**config.mk**
```make
export PLATFORM = sky130hd
export DESIGN_NAME = host_flash_protect
export DESIGN_NICKNAME = d
export VERILOG_FILES = /design/src/common/flash_protect_pkg.sv /design/src/hdl/reset_release.sv /design/src/hdl/protect_table.sv /design/src/hdl/host_flash_protect.sv
export VERILOG_INCLUDE_DIRS = /design/src /design/src/common
export SDC_FILE = /design/constraint.sdc
export NUM_CORES = 1
export LEC_CHECK = 0
export ABC_AREA = 1
export BUFFER_PORTS_ARGS = -buffer_cell sky130_fd_sc_hd__buf_4
export CORE_ASPECT_RATIO = 1.1
export CORE_MARGIN = 3
export CORE_UTILIZATION = 30
export CTS_BUF_LIST = sky130_fd_sc_hd__clkbuf_4 sky130_fd_sc_hd__clkbuf_8 sky130_fd_sc_hd__clkbuf_16
export DETAILED_ROUTE_END_ITERATION = 12
export HOLD_SLACK_MARGIN = 0.05
export PLACE_DENSITY_LB_ADDON = 0.1
export SLEW_MARGIN = 25
export SYNTH_ARGS = -nofsm -noshare
export SYNTH_HDL_FRONTEND = slang
export SYNTH_SLANG_ARGS = --single-unit
```
**constraint.sdc**
```tcl
create_clock -name clk_i -period 17.1 [get_ports clk_i]
set_clock_uncertainty 0.05 [all_clocks]
set_input_delay 2.565 -clock clk_i [delete_from_list [all_inputs] [get_ports clk_i]]
set_output_delay 2.565 -clock clk_i [all_outputs]
set_load 0.03 [all_outputs]
```
**src/common/flash_protect_map.svh**
```systemverilog
`ifndef FLASH_PROTECT_MAP_SVH
`define FLASH_PROTECT_MAP_SVH

`define OFS_ADDR_BYTE0 4'h0
`define OFS_ADDR_BYTE1 4'h1
`define OFS_ADDR_BYTE2 4'h2
`define OFS_ADDR_BYTE3 4'h3
`define OFS_DATA 4'h4
`define OFS_PROT_MB0 4'h7
`define OFS_PROT_MB1 4'h8
`define OFS_PROT_MB2 4'h9
`define OFS_PROT_MB3 4'ha
`define OFS_SEMAPHORE 4'hc

`define FLD_INDEX_HI 7
`define FLD_INDEX_LO 4
`define FLD_INDEX_ONLY 3
`define FLD_LOCK 2
`define FLD_WRITE_INH 1
`define FLD_READ_INH 0

`define PROT_RESET 3'h2
`define SEM_RESET 4'h0
`define BLOCKED_READ_DATA 8'hff
`define UNMAPPED_READ_DATA 8'h00

`endif

```
**src/common/flash_protect_pkg.sv**
```systemverilog
package flash_protect_pkg;

    typedef enum logic [1:0] {
        ST_IDLE,
        ST_LOOK,
        ST_MEM
    } access_state_t;

    typedef logic [2:0] prot_bits_t;
    typedef logic [5:0] block_num_t;

endpackage : flash_protect_pkg

```
**src/hdl/reset_release.sv**
```systemverilog
`timescale 1ns/1ps
module reset_release
(
    input wire logic clk_i,
    input wire logic rst_b_i,
    output logic rst_b_o
);
    logic stage_r;

    always_ff @(posedge clk_i or negedge rst_b_i)
    begin
        if (!rst_b_i)
        begin
            stage_r <= 1'b0;
            rst_b_o <= 1'b0;
        end
        else
        begin
            stage_r <= 1'b1;
            rst_b_o <= stage_r;
        end
    end
endmodule : reset_release

```
**src/hdl/protect_table.sv**
```systemverilog
`timescale 1ns/1ps
`include "flash_protect_map.svh"
module protect_table
#(
    parameter int DEPTH = 64,
    parameter int AW = 6
)
(
    input wire logic clk_i,
    input wire logic rst_b_i,
    input wire logic we_i,
    input wire logic [AW-1:0] waddr_i,
    input wire flash_protect_pkg::prot_bits_t wdata_i,
    input wire logic [AW-1:0] raddr_i,
    output flash_protect_pkg::prot_bits_t rdata_o
);
    import flash_protect_pkg::*;

    prot_bits_t entry_r [DEPTH];

    // One register per block, each with its own reset
    genvar g;
    generate
        for (g = 0; g < DEPTH; g++)
        begin : g_entry
            always_ff @(posedge clk_i or negedge rst_b_i)
            begin
                if (!rst_b_i)
                    entry_r[g] <= `PROT_RESET;
                else if (we_i && waddr_i == AW'(g))
                    entry_r[g] <= wdata_i;
            end
        end
    endgenerate

    always_ff @(posedge clk_i or negedge rst_b_i)
    begin
        if (!rst_b_i)
            rdata_o <= `PROT_RESET;
        else
            rdata_o <= entry_r[raddr_i];
    end
endmodule : protect_table

```
**src/hdl/host_flash_protect.sv**
```systemverilog
`timescale 1ns/1ps
`include "flash_protect_map.svh"
module host_flash_protect
#(
    parameter int BLOCKS = 64
)
(
    input wire logic clk_i,
    input wire logic rst_b_i,
    input wire logic dev_active_i,
    input wire logic [15:0] io_base_i,
    input wire logic io_req_i,
    input wire logic io_we_i,
    input wire logic [15:0] io_addr_i,
    input wire logic [7:0] io_wdata_i,
    output logic io_ack_o,
    output logic [7:0] io_rdata_o,
    output logic mem_req_o,
    output logic mem_we_o,
    output logic [31:0] mem_addr_o,
    output logic [7:0] mem_wdata_o,
    input wire logic mem_ack_i,
    input wire logic [7:0] mem_rdata_i,
    input wire logic [BLOCKS-1:0] override_wp_i,
    input wire logic ec_flag_wr_i,
    input wire logic [3:0] ec_flag_wdata_i,
    output logic [7:0] semaphore_o
);
    import flash_protect_pkg::*;

    logic rst_b;

    reset_release u_reset_release
    (
        .clk_i(clk_i),
        .rst_b_i(rst_b_i),
        .rst_b_o(rst_b)
    );

    access_state_t state_r;
    access_state_t state_nxt;
    logic [31:0] addr_r;
    logic [31:0] addr_nxt;
    logic [7:0] data_r;
    logic [7:0] data_nxt;
    logic [3:0] idx_r [4];
    logic [3:0] idx_nxt [4];
    logic [3:0] host_sem_r;
    logic [3:0] host_sem_nxt;
    logic [3:0] ec_sem_r;
    logic [3:0] ec_sem_nxt;
    logic [3:0] off_r;
    logic [3:0] off_nxt;
    logic we_r;
    logic we_nxt;
    logic [7:0] wdata_r;
    logic [7:0] wdata_nxt;
    logic ack_r;
    logic ack_nxt;
    logic [7:0] rdata_r;
    logic [7:0] rdata_nxt;
    logic mem_req_r;
    logic mem_req_nxt;
    logic mem_we_r;
    logic mem_we_nxt;
    logic [31:0] mem_addr_r;
    logic [31:0] mem_addr_nxt;
    logic [7:0] mem_wdata_r;
    logic [7:0] mem_wdata_nxt;

    logic hit;
    logic is_prot;
    logic [1:0] prot_sel;
    block_num_t look_blk;
    logic tbl_we;
    block_num_t tbl_waddr;
    prot_bits_t tbl_wdata;
    prot_bits_t tbl_rdata;
    logic in_range;
    block_num_t data_blk;

    // Window of sixteen ports at the configured base
    assign hit = io_req_i && dev_active_i
        && io_addr_i[15:4] == io_base_i[15:4];
    assign is_prot = off_r >= `OFS_PROT_MB0 && off_r <= `OFS_PROT_MB3;
    assign prot_sel = 2'(off_r - `OFS_PROT_MB0);
    // Blocks beyond the protected 4 MB carry no host protection
    assign in_range = addr_r[31:22] == 10'h000;
    assign data_blk = addr_r[21:16];

    protect_table #(
        .DEPTH(BLOCKS),
        .AW(6)
    ) u_protect_table (
        .clk_i(clk_i),
        .rst_b_i(rst_b),
        .we_i(tbl_we),
        .waddr_i(tbl_waddr),
        .wdata_i(tbl_wdata),
        .raddr_i(look_blk),
        .rdata_o(tbl_rdata)
    );

    // Block to look up while the request is taken
    always_comb
    begin
        logic [3:0] o;
        logic [1:0] s;
        o = io_addr_i[3:0];
        s = 2'(o - `OFS_PROT_MB0);
        look_blk = data_blk;
        if (o >= `OFS_PROT_MB0 && o <= `OFS_PROT_MB3)
        begin
            if (io_we_i)
                look_blk = {s, io_wdata_i[`FLD_INDEX_HI:`FLD_INDEX_LO]};
            else
                look_blk = {s, idx_r[s]};
        end
    end

    always_comb
    begin
        state_nxt = state_r;
        addr_nxt = addr_r;
        data_nxt = data_r;
        idx_nxt = idx_r;
        host_sem_nxt = host_sem_r;
        ec_sem_nxt = ec_sem_r;
        off_nxt = off_r;
        we_nxt = we_r;
        wdata_nxt = wdata_r;
        ack_nxt = 1'b0;
        rdata_nxt = rdata_r;
        mem_req_nxt = mem_req_r;
        mem_we_nxt = mem_we_r;
        mem_addr_nxt = mem_addr_r;
        mem_wdata_nxt = mem_wdata_r;
        tbl_we = 1'b0;
        tbl_waddr = {prot_sel, wdata_r[`FLD_INDEX_HI:`FLD_INDEX_LO]};
        tbl_wdata = wdata_r[2:0];
        if (ec_flag_wr_i)
            ec_sem_nxt = ec_flag_wdata_i;
        unique case (state_r)
            ST_IDLE:
            begin
                if (hit)
                begin
                    off_nxt = io_addr_i[3:0];
                    we_nxt = io_we_i;
                    wdata_nxt = io_wdata_i;
                    state_nxt = ST_LOOK;
                end
            end
            ST_LOOK:
            begin
                ack_nxt = 1'b1;
                rdata_nxt = `UNMAPPED_READ_DATA;
                state_nxt = ST_IDLE;
                if (is_prot)
                begin
                    if (we_r)
                    begin
                        idx_nxt[prot_sel] =
                            wdata_r[`FLD_INDEX_HI:`FLD_INDEX_LO];
                        tbl_we = !wdata_r[`FLD_INDEX_ONLY]
                            && !tbl_rdata[`FLD_LOCK];
                    end
                    else
                        rdata_nxt = {idx_r[prot_sel], 1'b0,
                            tbl_rdata};
                end
                else
                begin
                    unique case (off_r)
                        `OFS_ADDR_BYTE0:
                            if (we_r)
                                addr_nxt[7:0] = wdata_r;
                            else
                                rdata_nxt = addr_r[7:0];
                        `OFS_ADDR_BYTE1:
                            if (we_r)
                                addr_nxt[15:8] = wdata_r;
                            else
                                rdata_nxt = addr_r[15:8];
                        `OFS_ADDR_BYTE2:
                            if (we_r)
                                addr_nxt[23:16] = wdata_r;
                            else
                                rdata_nxt = addr_r[23:16];
                        `OFS_ADDR_BYTE3:
                            if (we_r)
                                addr_nxt[31:24] = wdata_r;
                            else
                                rdata_nxt = addr_r[31:24];
                        `OFS_DATA:
                        begin
                            if (we_r)
                            begin
                                data_nxt = wdata_r;
                                if (!in_range
                                    || (!tbl_rdata[`FLD_WRITE_INH]
                                    && !override_wp_i[data_blk]))
                                begin
                                    ack_nxt = 1'b0;
                                    mem_req_nxt = 1'b1;
                                    mem_we_nxt = 1'b1;
                                    mem_addr_nxt = addr_r;
                                    mem_wdata_nxt = wdata_r;
                                    state_nxt = ST_MEM;
                                end
                            end
                            else if (!in_range
                                || !tbl_rdata[`FLD_READ_INH])
                            begin
                                ack_nxt = 1'b0;
                                mem_req_nxt = 1'b1;
                                mem_we_nxt = 1'b0;
                                mem_addr_nxt = addr_r;
                                state_nxt = ST_MEM;
                            end
                            else
                                rdata_nxt = `BLOCKED_READ_DATA;
                        end
                        `OFS_SEMAPHORE:
                            if (we_r)
                                host_sem_nxt = wdata_r[3:0];
                            else
                                rdata_nxt = {ec_sem_r, host_sem_r};
                        default:
                            rdata_nxt = `UNMAPPED_READ_DATA;
                    endcase
                end
            end
            ST_MEM:
            begin
                if (mem_ack_i)
                begin
                    mem_req_nxt = 1'b0;
                    ack_nxt = 1'b1;
                    state_nxt = ST_IDLE;
                    if (!mem_we_r)
                    begin
                        data_nxt = mem_rdata_i;
                        rdata_nxt = mem_rdata_i;
                    end
                end
            end
        endcase
    end

    always_ff @(posedge clk_i or negedge rst_b)
    begin
        if (!rst_b)
        begin
            state_r <= ST_IDLE;
            addr_r <= 32'h0000_0000;
            data_r <= 8'h00;
            idx_r <= '{default: 4'h0};
            host_sem_r <= `SEM_RESET;
            ec_sem_r <= `SEM_RESET;
            off_r <= 4'h0;
            we_r <= 1'b0;
            wdata_r <= 8'h00;
            ack_r <= 1'b0;
            rdata_r <= 8'h00;
            mem_req_r <= 1'b0;
            mem_we_r <= 1'b0;
            mem_addr_r <= 32'h0000_0000;
            mem_wdata_r <= 8'h00;
            semaphore_o <= 8'h00;
        end
        else
        begin
            state_r <= state_nxt;
            addr_r <= addr_nxt;
            data_r <= data_nxt;
            idx_r <= idx_nxt;
            host_sem_r <= host_sem_nxt;
            ec_sem_r <= ec_sem_nxt;
            off_r <= off_nxt;
            we_r <= we_nxt;
            wdata_r <= wdata_nxt;
            ack_r <= ack_nxt;
            rdata_r <= rdata_nxt;
            mem_req_r <= mem_req_nxt;
            mem_we_r <= mem_we_nxt;
            mem_addr_r <= mem_addr_nxt;
            mem_wdata_r <= mem_wdata_nxt;
            semaphore_o <= {ec_sem_nxt, host_sem_nxt};
        end
    end

    assign io_ack_o = ack_r;
    assign io_rdata_o = rdata_r;
    assign mem_req_o = mem_req_r;
    assign mem_we_o = mem_we_r;
    assign mem_addr_o = mem_addr_r;
    assign mem_wdata_o = mem_wdata_r;
endmodule : host_flash_protect

```
# Word level (Yosys, flattened, before mapping)

Cells that the tools add are included.

$add $sub $neg: 2
$lt $le $gt $ge: 9
Equality and inequality tests: 79
Multiplexer cells: 64
Bitwise logic cells: 4
Reductions and logical operators: 96

Operators with widths:

| operator                                                                            | number |
|---|---|
| 6-bit equality test, second input constant                                          | 32 |
| 6-bit by 5-bit equality test with 1-bit output, second input constant               | 16 |
| 32-bit two-way mux                                                                  | 3 |
| 8-bit two-way mux                                                                   | 11 |
| 1-bit logical AND                                                                   | 71 |
| 6-bit by 4-bit equality test with 1-bit output, second input constant               | 8 |
| 8-bit one-hot mux with 6 select lines                                               | 1 |
| 4-bit two-way mux                                                                   | 11 |
| 6-bit by 3-bit equality test with 1-bit output, second input constant               | 4 |
| 3-bit binary-select mux with 6-bit select                                           | 1 |
| 1-bit two-way mux                                                                   | 18 |
| 4-bit binary-select mux with 2-bit select                                           | 2 |
| 16-bit bitwise mux                                                                  | 1 |
| 8-bit one-hot mux with 2 select lines                                               | 1 |
| 4-bit AND reduction                                                                 | 4 |
| 2-bit two-way mux                                                                   | 7 |
| 12-bit equality test                                                                | 1 |
| 6-bit by 2-bit equality test with 1-bit output, second input constant               | 2 |
| 10-bit zero test                                                                    | 1 |
| 5-bit AND reduction                                                                 | 2 |
| 4-bit demux with 2-bit select                                                       | 1 |
| 4-bit by 2-bit equality test with 1-bit output, second input constant               | 2 |
| 4-bit by 3-bit greater-or-equal comparator with 1-bit output, second input constant | 2 |
| 4-bit <= comparator, second input constant                                          | 2 |
| 31 further kinds                                                                    | 50 |

Register bits after elaboration: 327
Input bits: 123
Output and inout bits: 59
Word-level logic and storage cells: 342

# Depth between registers and ports, before layout

Depth after elaboration: 11
Gate-level depth with buffers: 19
Mapped depth without buffers: 16

# By module

From an unflattened synthesis, not the netlist that was laid out.

Cells, all modules: 2000
Area, all modules: 15641.3 µm²

By module, submodules not included:

| module             | times used | cells each | area each (µm²) | sequential area each (µm²) |
|---|---|---|---|---|
| protect_table      | 1          | 1155       | 9075.0          | 4961.0 |
| host_flash_protect | 1          | 842        | 6512.5          | 3052.9 |
| reset_release      | 1          | 3          | 53.8            | 50.0 |

# Worst setup path after synthesis

No wires, ideal clock.

Path kind: input port to flip-flop
Start: input port io_addr_i[0]
End: register u_protect_table.rdata_o[0]
Setup time: 118 ps
Arrival time: 4430 ps
Required time: 16932 ps
Path slack: 12502 ps
Stages on the path: 17
Buffers on the path: 3
Path through: buf_2 > inv_4 > ha_1 > inv_1 > nand3_1 > nand2_1 > nand2_1 > nand3_2 > nand2_1 > buf_4 > buf_4 > o211ai_1 > nand3_1 > nand3_1 > nand3_1 > nand3_1 > nand2_1

Cells in the longest elaborated chain, start to end: 11
Elaborated cells on any way between the ends: 14
Classes of those cells: 1 x add/sub; 2 x order compare; 8 x mux; 2 x bitwise; 1 x reduce/logical

Ends and longest elaborated chain:

| what                                                     | RTL line                  | text |
|---|---|---|
| start: declaration                                       | host_flash_protect.sv:14  | `input wire logic [15:0] io_addr_i,` |
| 2-bit subtractor (no line)                               | -                         |  |
| 2-bit inverter with 3-bit output (implied by the code)   | host_flash_protect.sv:117 | `look_blk = {s, idx_r[s]};` |
| 4-bit binary-select mux with 2-bit select                | host_flash_protect.sv:117 |  |
| 4-bit two-way mux (implied by the code) (2 in series)    | host_flash_protect.sv:117 |  |
| 4-bit two-way mux                                        | host_flash_protect.sv:114 | `if (io_we_i)` |
| 6-bit two-way mux *                                      | host_flash_protect.sv:112 | `` if (o >= `OFS_PROT_MB0 && o <= `OFS_PROT_MB3) `` |
| 6-bit inverter with 7-bit output (implied by the code) * | protect_table.sv:41       | `rdata_o <= entry_r[raddr_i];` |
| 3-bit binary-select mux with 6-bit select *              | protect_table.sv:41       |  |
| 3-bit two-way mux (implied by the code) * (2 in series)  | protect_table.sv:41       |  |
| end signal: assignment                                   | protect_table.sv:39       | `` rdata_o <= `PROT_RESET; `` |
| end signal: assignment                                   | protect_table.sv:41       |  |
| end: declaration                                         | protect_table.sv:15       | `output flash_protect_pkg::prot_bits_t rdata_o` |

Mark *: on every way between the ends. The rest lies on a longest branch, timed or not. The select of a mux whose other input is x is not followed.
A chain may end at the register's enable or synchronous reset.

# Worst setup path after layout

Start: input port io_addr_i[0]
End: register u_protect_table.rdata_o[2]

The elaborated chain is that of the path after synthesis.

==> summary.md <==
| Metric | Value |
|---|---|
| Status | complete, no violations |
| CTS root buffer | clkbuf_16 |
| Syn_nets | 2212 |
| Most frequent cells in the layout | nand2_1 (705), nand3_1 (263), dfrtp_1 (252) |
| Setup slack after layout | 11.38 ns |
| # H-tree levels | 2 |
| Non-Filler Instances | 2958 |
| Most common cell after layout, fill and taps aside | nand2_1 |
| Max FO, Critical Path | 60 |
| Least-Margin Pin Slew | 0.9903 ns |
| Pre-antenna DRT Iters | 5 |
| Mapped Cells | 2079 |
| Dpl ws | 10.82 ns |
| CP Capture Type | register |
| Detailed Route WL | 53950 µm |
| Dpl hpwl | 35750 µm |
| Number of global-route vias before repair | 14290 |
| Slew Limit Fails | 0 |
| Clk slew on worst S/H paths | 0.06 ns |
| Drt drc | 0 |
| Die Area | 57750 µm² |
| IO Pins | 182 |
| Crit share post-route | 0.3348 |
| Initial DRC Count | 953 |
| GPL Wtd Cong | 0.8947 |
| Setup TNS | 0 ns |
| Standard-cell rows | 89 |
| Worst setup path class | in2reg |
| First-pass GRT wire length | 84810 µm |
| Layout cells sized above 1 | 0.1803 |
| Final setup vio count | 0 |
| Max Clock Freq | 0.1747 GHz |
| Synthesis-to-layout area growth | 19.09% |
| Hold Vio Cnt, Final | 0 |
| TritonCTS clock tree | built |
| Yosys Warn Count | 0 |
| # nets final | 2336 |
| TritonCTS buffer count | 38 |
| Critical path launch point type | primary input |
| Max cap viols | 0 |
| Area leader, netlist | dfrtp_1 |
| Wire per inst | 18.24 µm |
| Die Ht | 251.8 µm |
| Final hold slack | 0.3017 ns |
| Die Wd | 229.4 µm |
| Area taken by flip-flops and latches | 8069 µm² |
| Leak | 0.009545 µW |
| Pwr dens | 89.56 nW/µm² |
| Slew HR | 0.3398 |
| IO buf count | 177 |
| Post-CTS Resized | 0 |
| Util after Layout | 0.3632 |
| Number of antenna violations at the first check in global routing | 0 |
| Routed vias | 14350 |
| Detail Route Antenna Nets | 0 |
| Worst-Skew Late Latency | 0.56 ns |
| Syn Area/Cell | 7.922 µm² |
| Placed insts | 2891 |
| Starting Density | 0.3050 |
| N_diodes | 0 |
| Multi-input gate area | 7450 µm² |
| Synth top area share | 0.3859 |
| Flops & latches, synth | 319 |
| Post-synthesis cell area | 16470 µm² |
| Via-per-instance ratio | 4.853 |
| # clock sinks | 319 |
| Gr usage total | 0.1854 |
| Fillers | 5760 |
| Worst EP arrival | 6.15 ns |
| RSZ-0062 raised after global routing | false |
| CTS Hold Bufs | 0 |
| Library cells used by synthesis | 52 |
| Grt total ovfl | 0 |
| Pin count of the biggest net entering global routing | 150 |
| Core Area | 54010 µm² |
| HP Class | reg2reg |
| Buffers from clock root to sink, at most | 3 |
| Final Critical Period | 5.725 ns |
| Setup bufs post-CTS | 0 |
| Synth area leaders | dfrtp_1 (39%), nand2_1 (16%), dfstp_2 (10%) |
| Critical Path RT | 17.53 ns |
| Sequential share of the synthesized area | 0.4896 |
| Peak supply drop | 58.85 µV |
## cell type report
class                      instances  share of cell area
sequential                       319              0.4114
multi-input combinational       1528              0.3798
timing repair buffer             195             0.07527
clock buffer                      60             0.06098
tap                              728             0.04644
inverter                         121             0.02328
clock inverter                     7            0.002870
## path summary, 6_finish.rpt
path	startpoint	to	slack, ns	cells after the start
max in group asynchronous	rst_b_i	u_reset_release.rst_b_o	15.18	1
worst min register to register	u_reset_release.stage_r	u_reset_release.rst_b_o	0.30	0
worst max-delay path	io_addr_i[0]	u_protect_table.rdata_o[2]	11.38	18
min in group asynchronous	u_reset_release.rst_b_o	u_protect_table.entry_r[44]	0.32	0
worst max register to register	off_r[0]	mem_addr_o[21]	13.17	12
worst min-delay path	u_reset_release.stage_r	u_reset_release.rst_b_o	0.30	0
## cells in the mapped netlist (all sizes together)
cell type and count:
a41oi 1, o21ai 334, a31oi 2, a32o 3, nand3b 42, o211ai 7, nor2 49, a21oi 16
buf 45, a22oi 3, ha 10, a311oi 1, a32oi 4, nor3 9, clkinv 4, o221ai 5
conb 1, inv 117, nand3 264, dfstp 65, nand2 753, clkbuf 66, o2111ai 1, dfrtp 254
nand4 6, a221oi 1, xor2 4, a31o 2, or3 1, or2 1, xnor2 1, o22ai 7
## worst max-delay path, cell delays in order
cell     delay, ns
buf_4         0.16
inv_4         0.08
ha_1          0.38
inv_1         0.11
nand3_1       0.09
nand2_1       0.06
nand2_1       0.09
nand3_4       0.39
nand2_4       0.59
buf_4         0.61
nand2_1       0.12
nand2_1       0.10
nand2_1       0.08
nand3_1       0.13
nand3_1       0.17
nand3_1       0.14
nand3_1       0.08
nand2_1       0.14
## where the power goes
part / leakage, µW / switching (µW) / internal (µW) / total [µW]
registers: 0.00410 / 11.7 / 766 / 778
clock network: 0.000633 / 331 / 482 / 812
logic: 0.00481 / 112 / 54.1 / 166
total: 0.00955 / 455 / 1300 / 1760
## state kept, by name, indices dropped and copies added (netlist names), 2 cells and up
signal                   count
wdata_r                      8
state_r                      2
ec_sem_r                     4
u_protect_table.entry_r    192
mem_wdata_o                  8
addr_r                      32
idx_r                       16
io_rdata_o                   8
off_r                        4
host_sem_r                   3
mem_addr_o                  32
u_protect_table.rdata_o      3
## through the flow
stage,total power [µW],cell area [µm²]
after global routing,1840,19620
after floorplan,886.6,16470
final,1757,19620
after detailed placement,958.8,18360
after CTS,1789,19610
after global placement,957.8,18360
## cell families (layout without fill, tap and decap cells)
logic type               after synthesis  in the layout  synth area share
other                                  1              1         0.0002277
AO/OA/AOI/OAI                        387            387            0.1253
buffers and inverters                232            383           0.06100
AND/OR/NAND/NOR                     1125           1125            0.3136
XOR/XNOR                               5              5          0.002659
flip-flops                           319            319            0.4896
adder cells (fa/ha/maj)               10             10          0.007596
## routing by layer
metal,part of all wire,global-route usage,up-vias
met5,0,0,-
met4,0.020,0.04465,0
met3,0.043,0.02958,67
met2,0.47,0.3118,330
met1,0.47,0.2511,6831
li1,-,-,7126
Power figures use the tool's default switching activity.
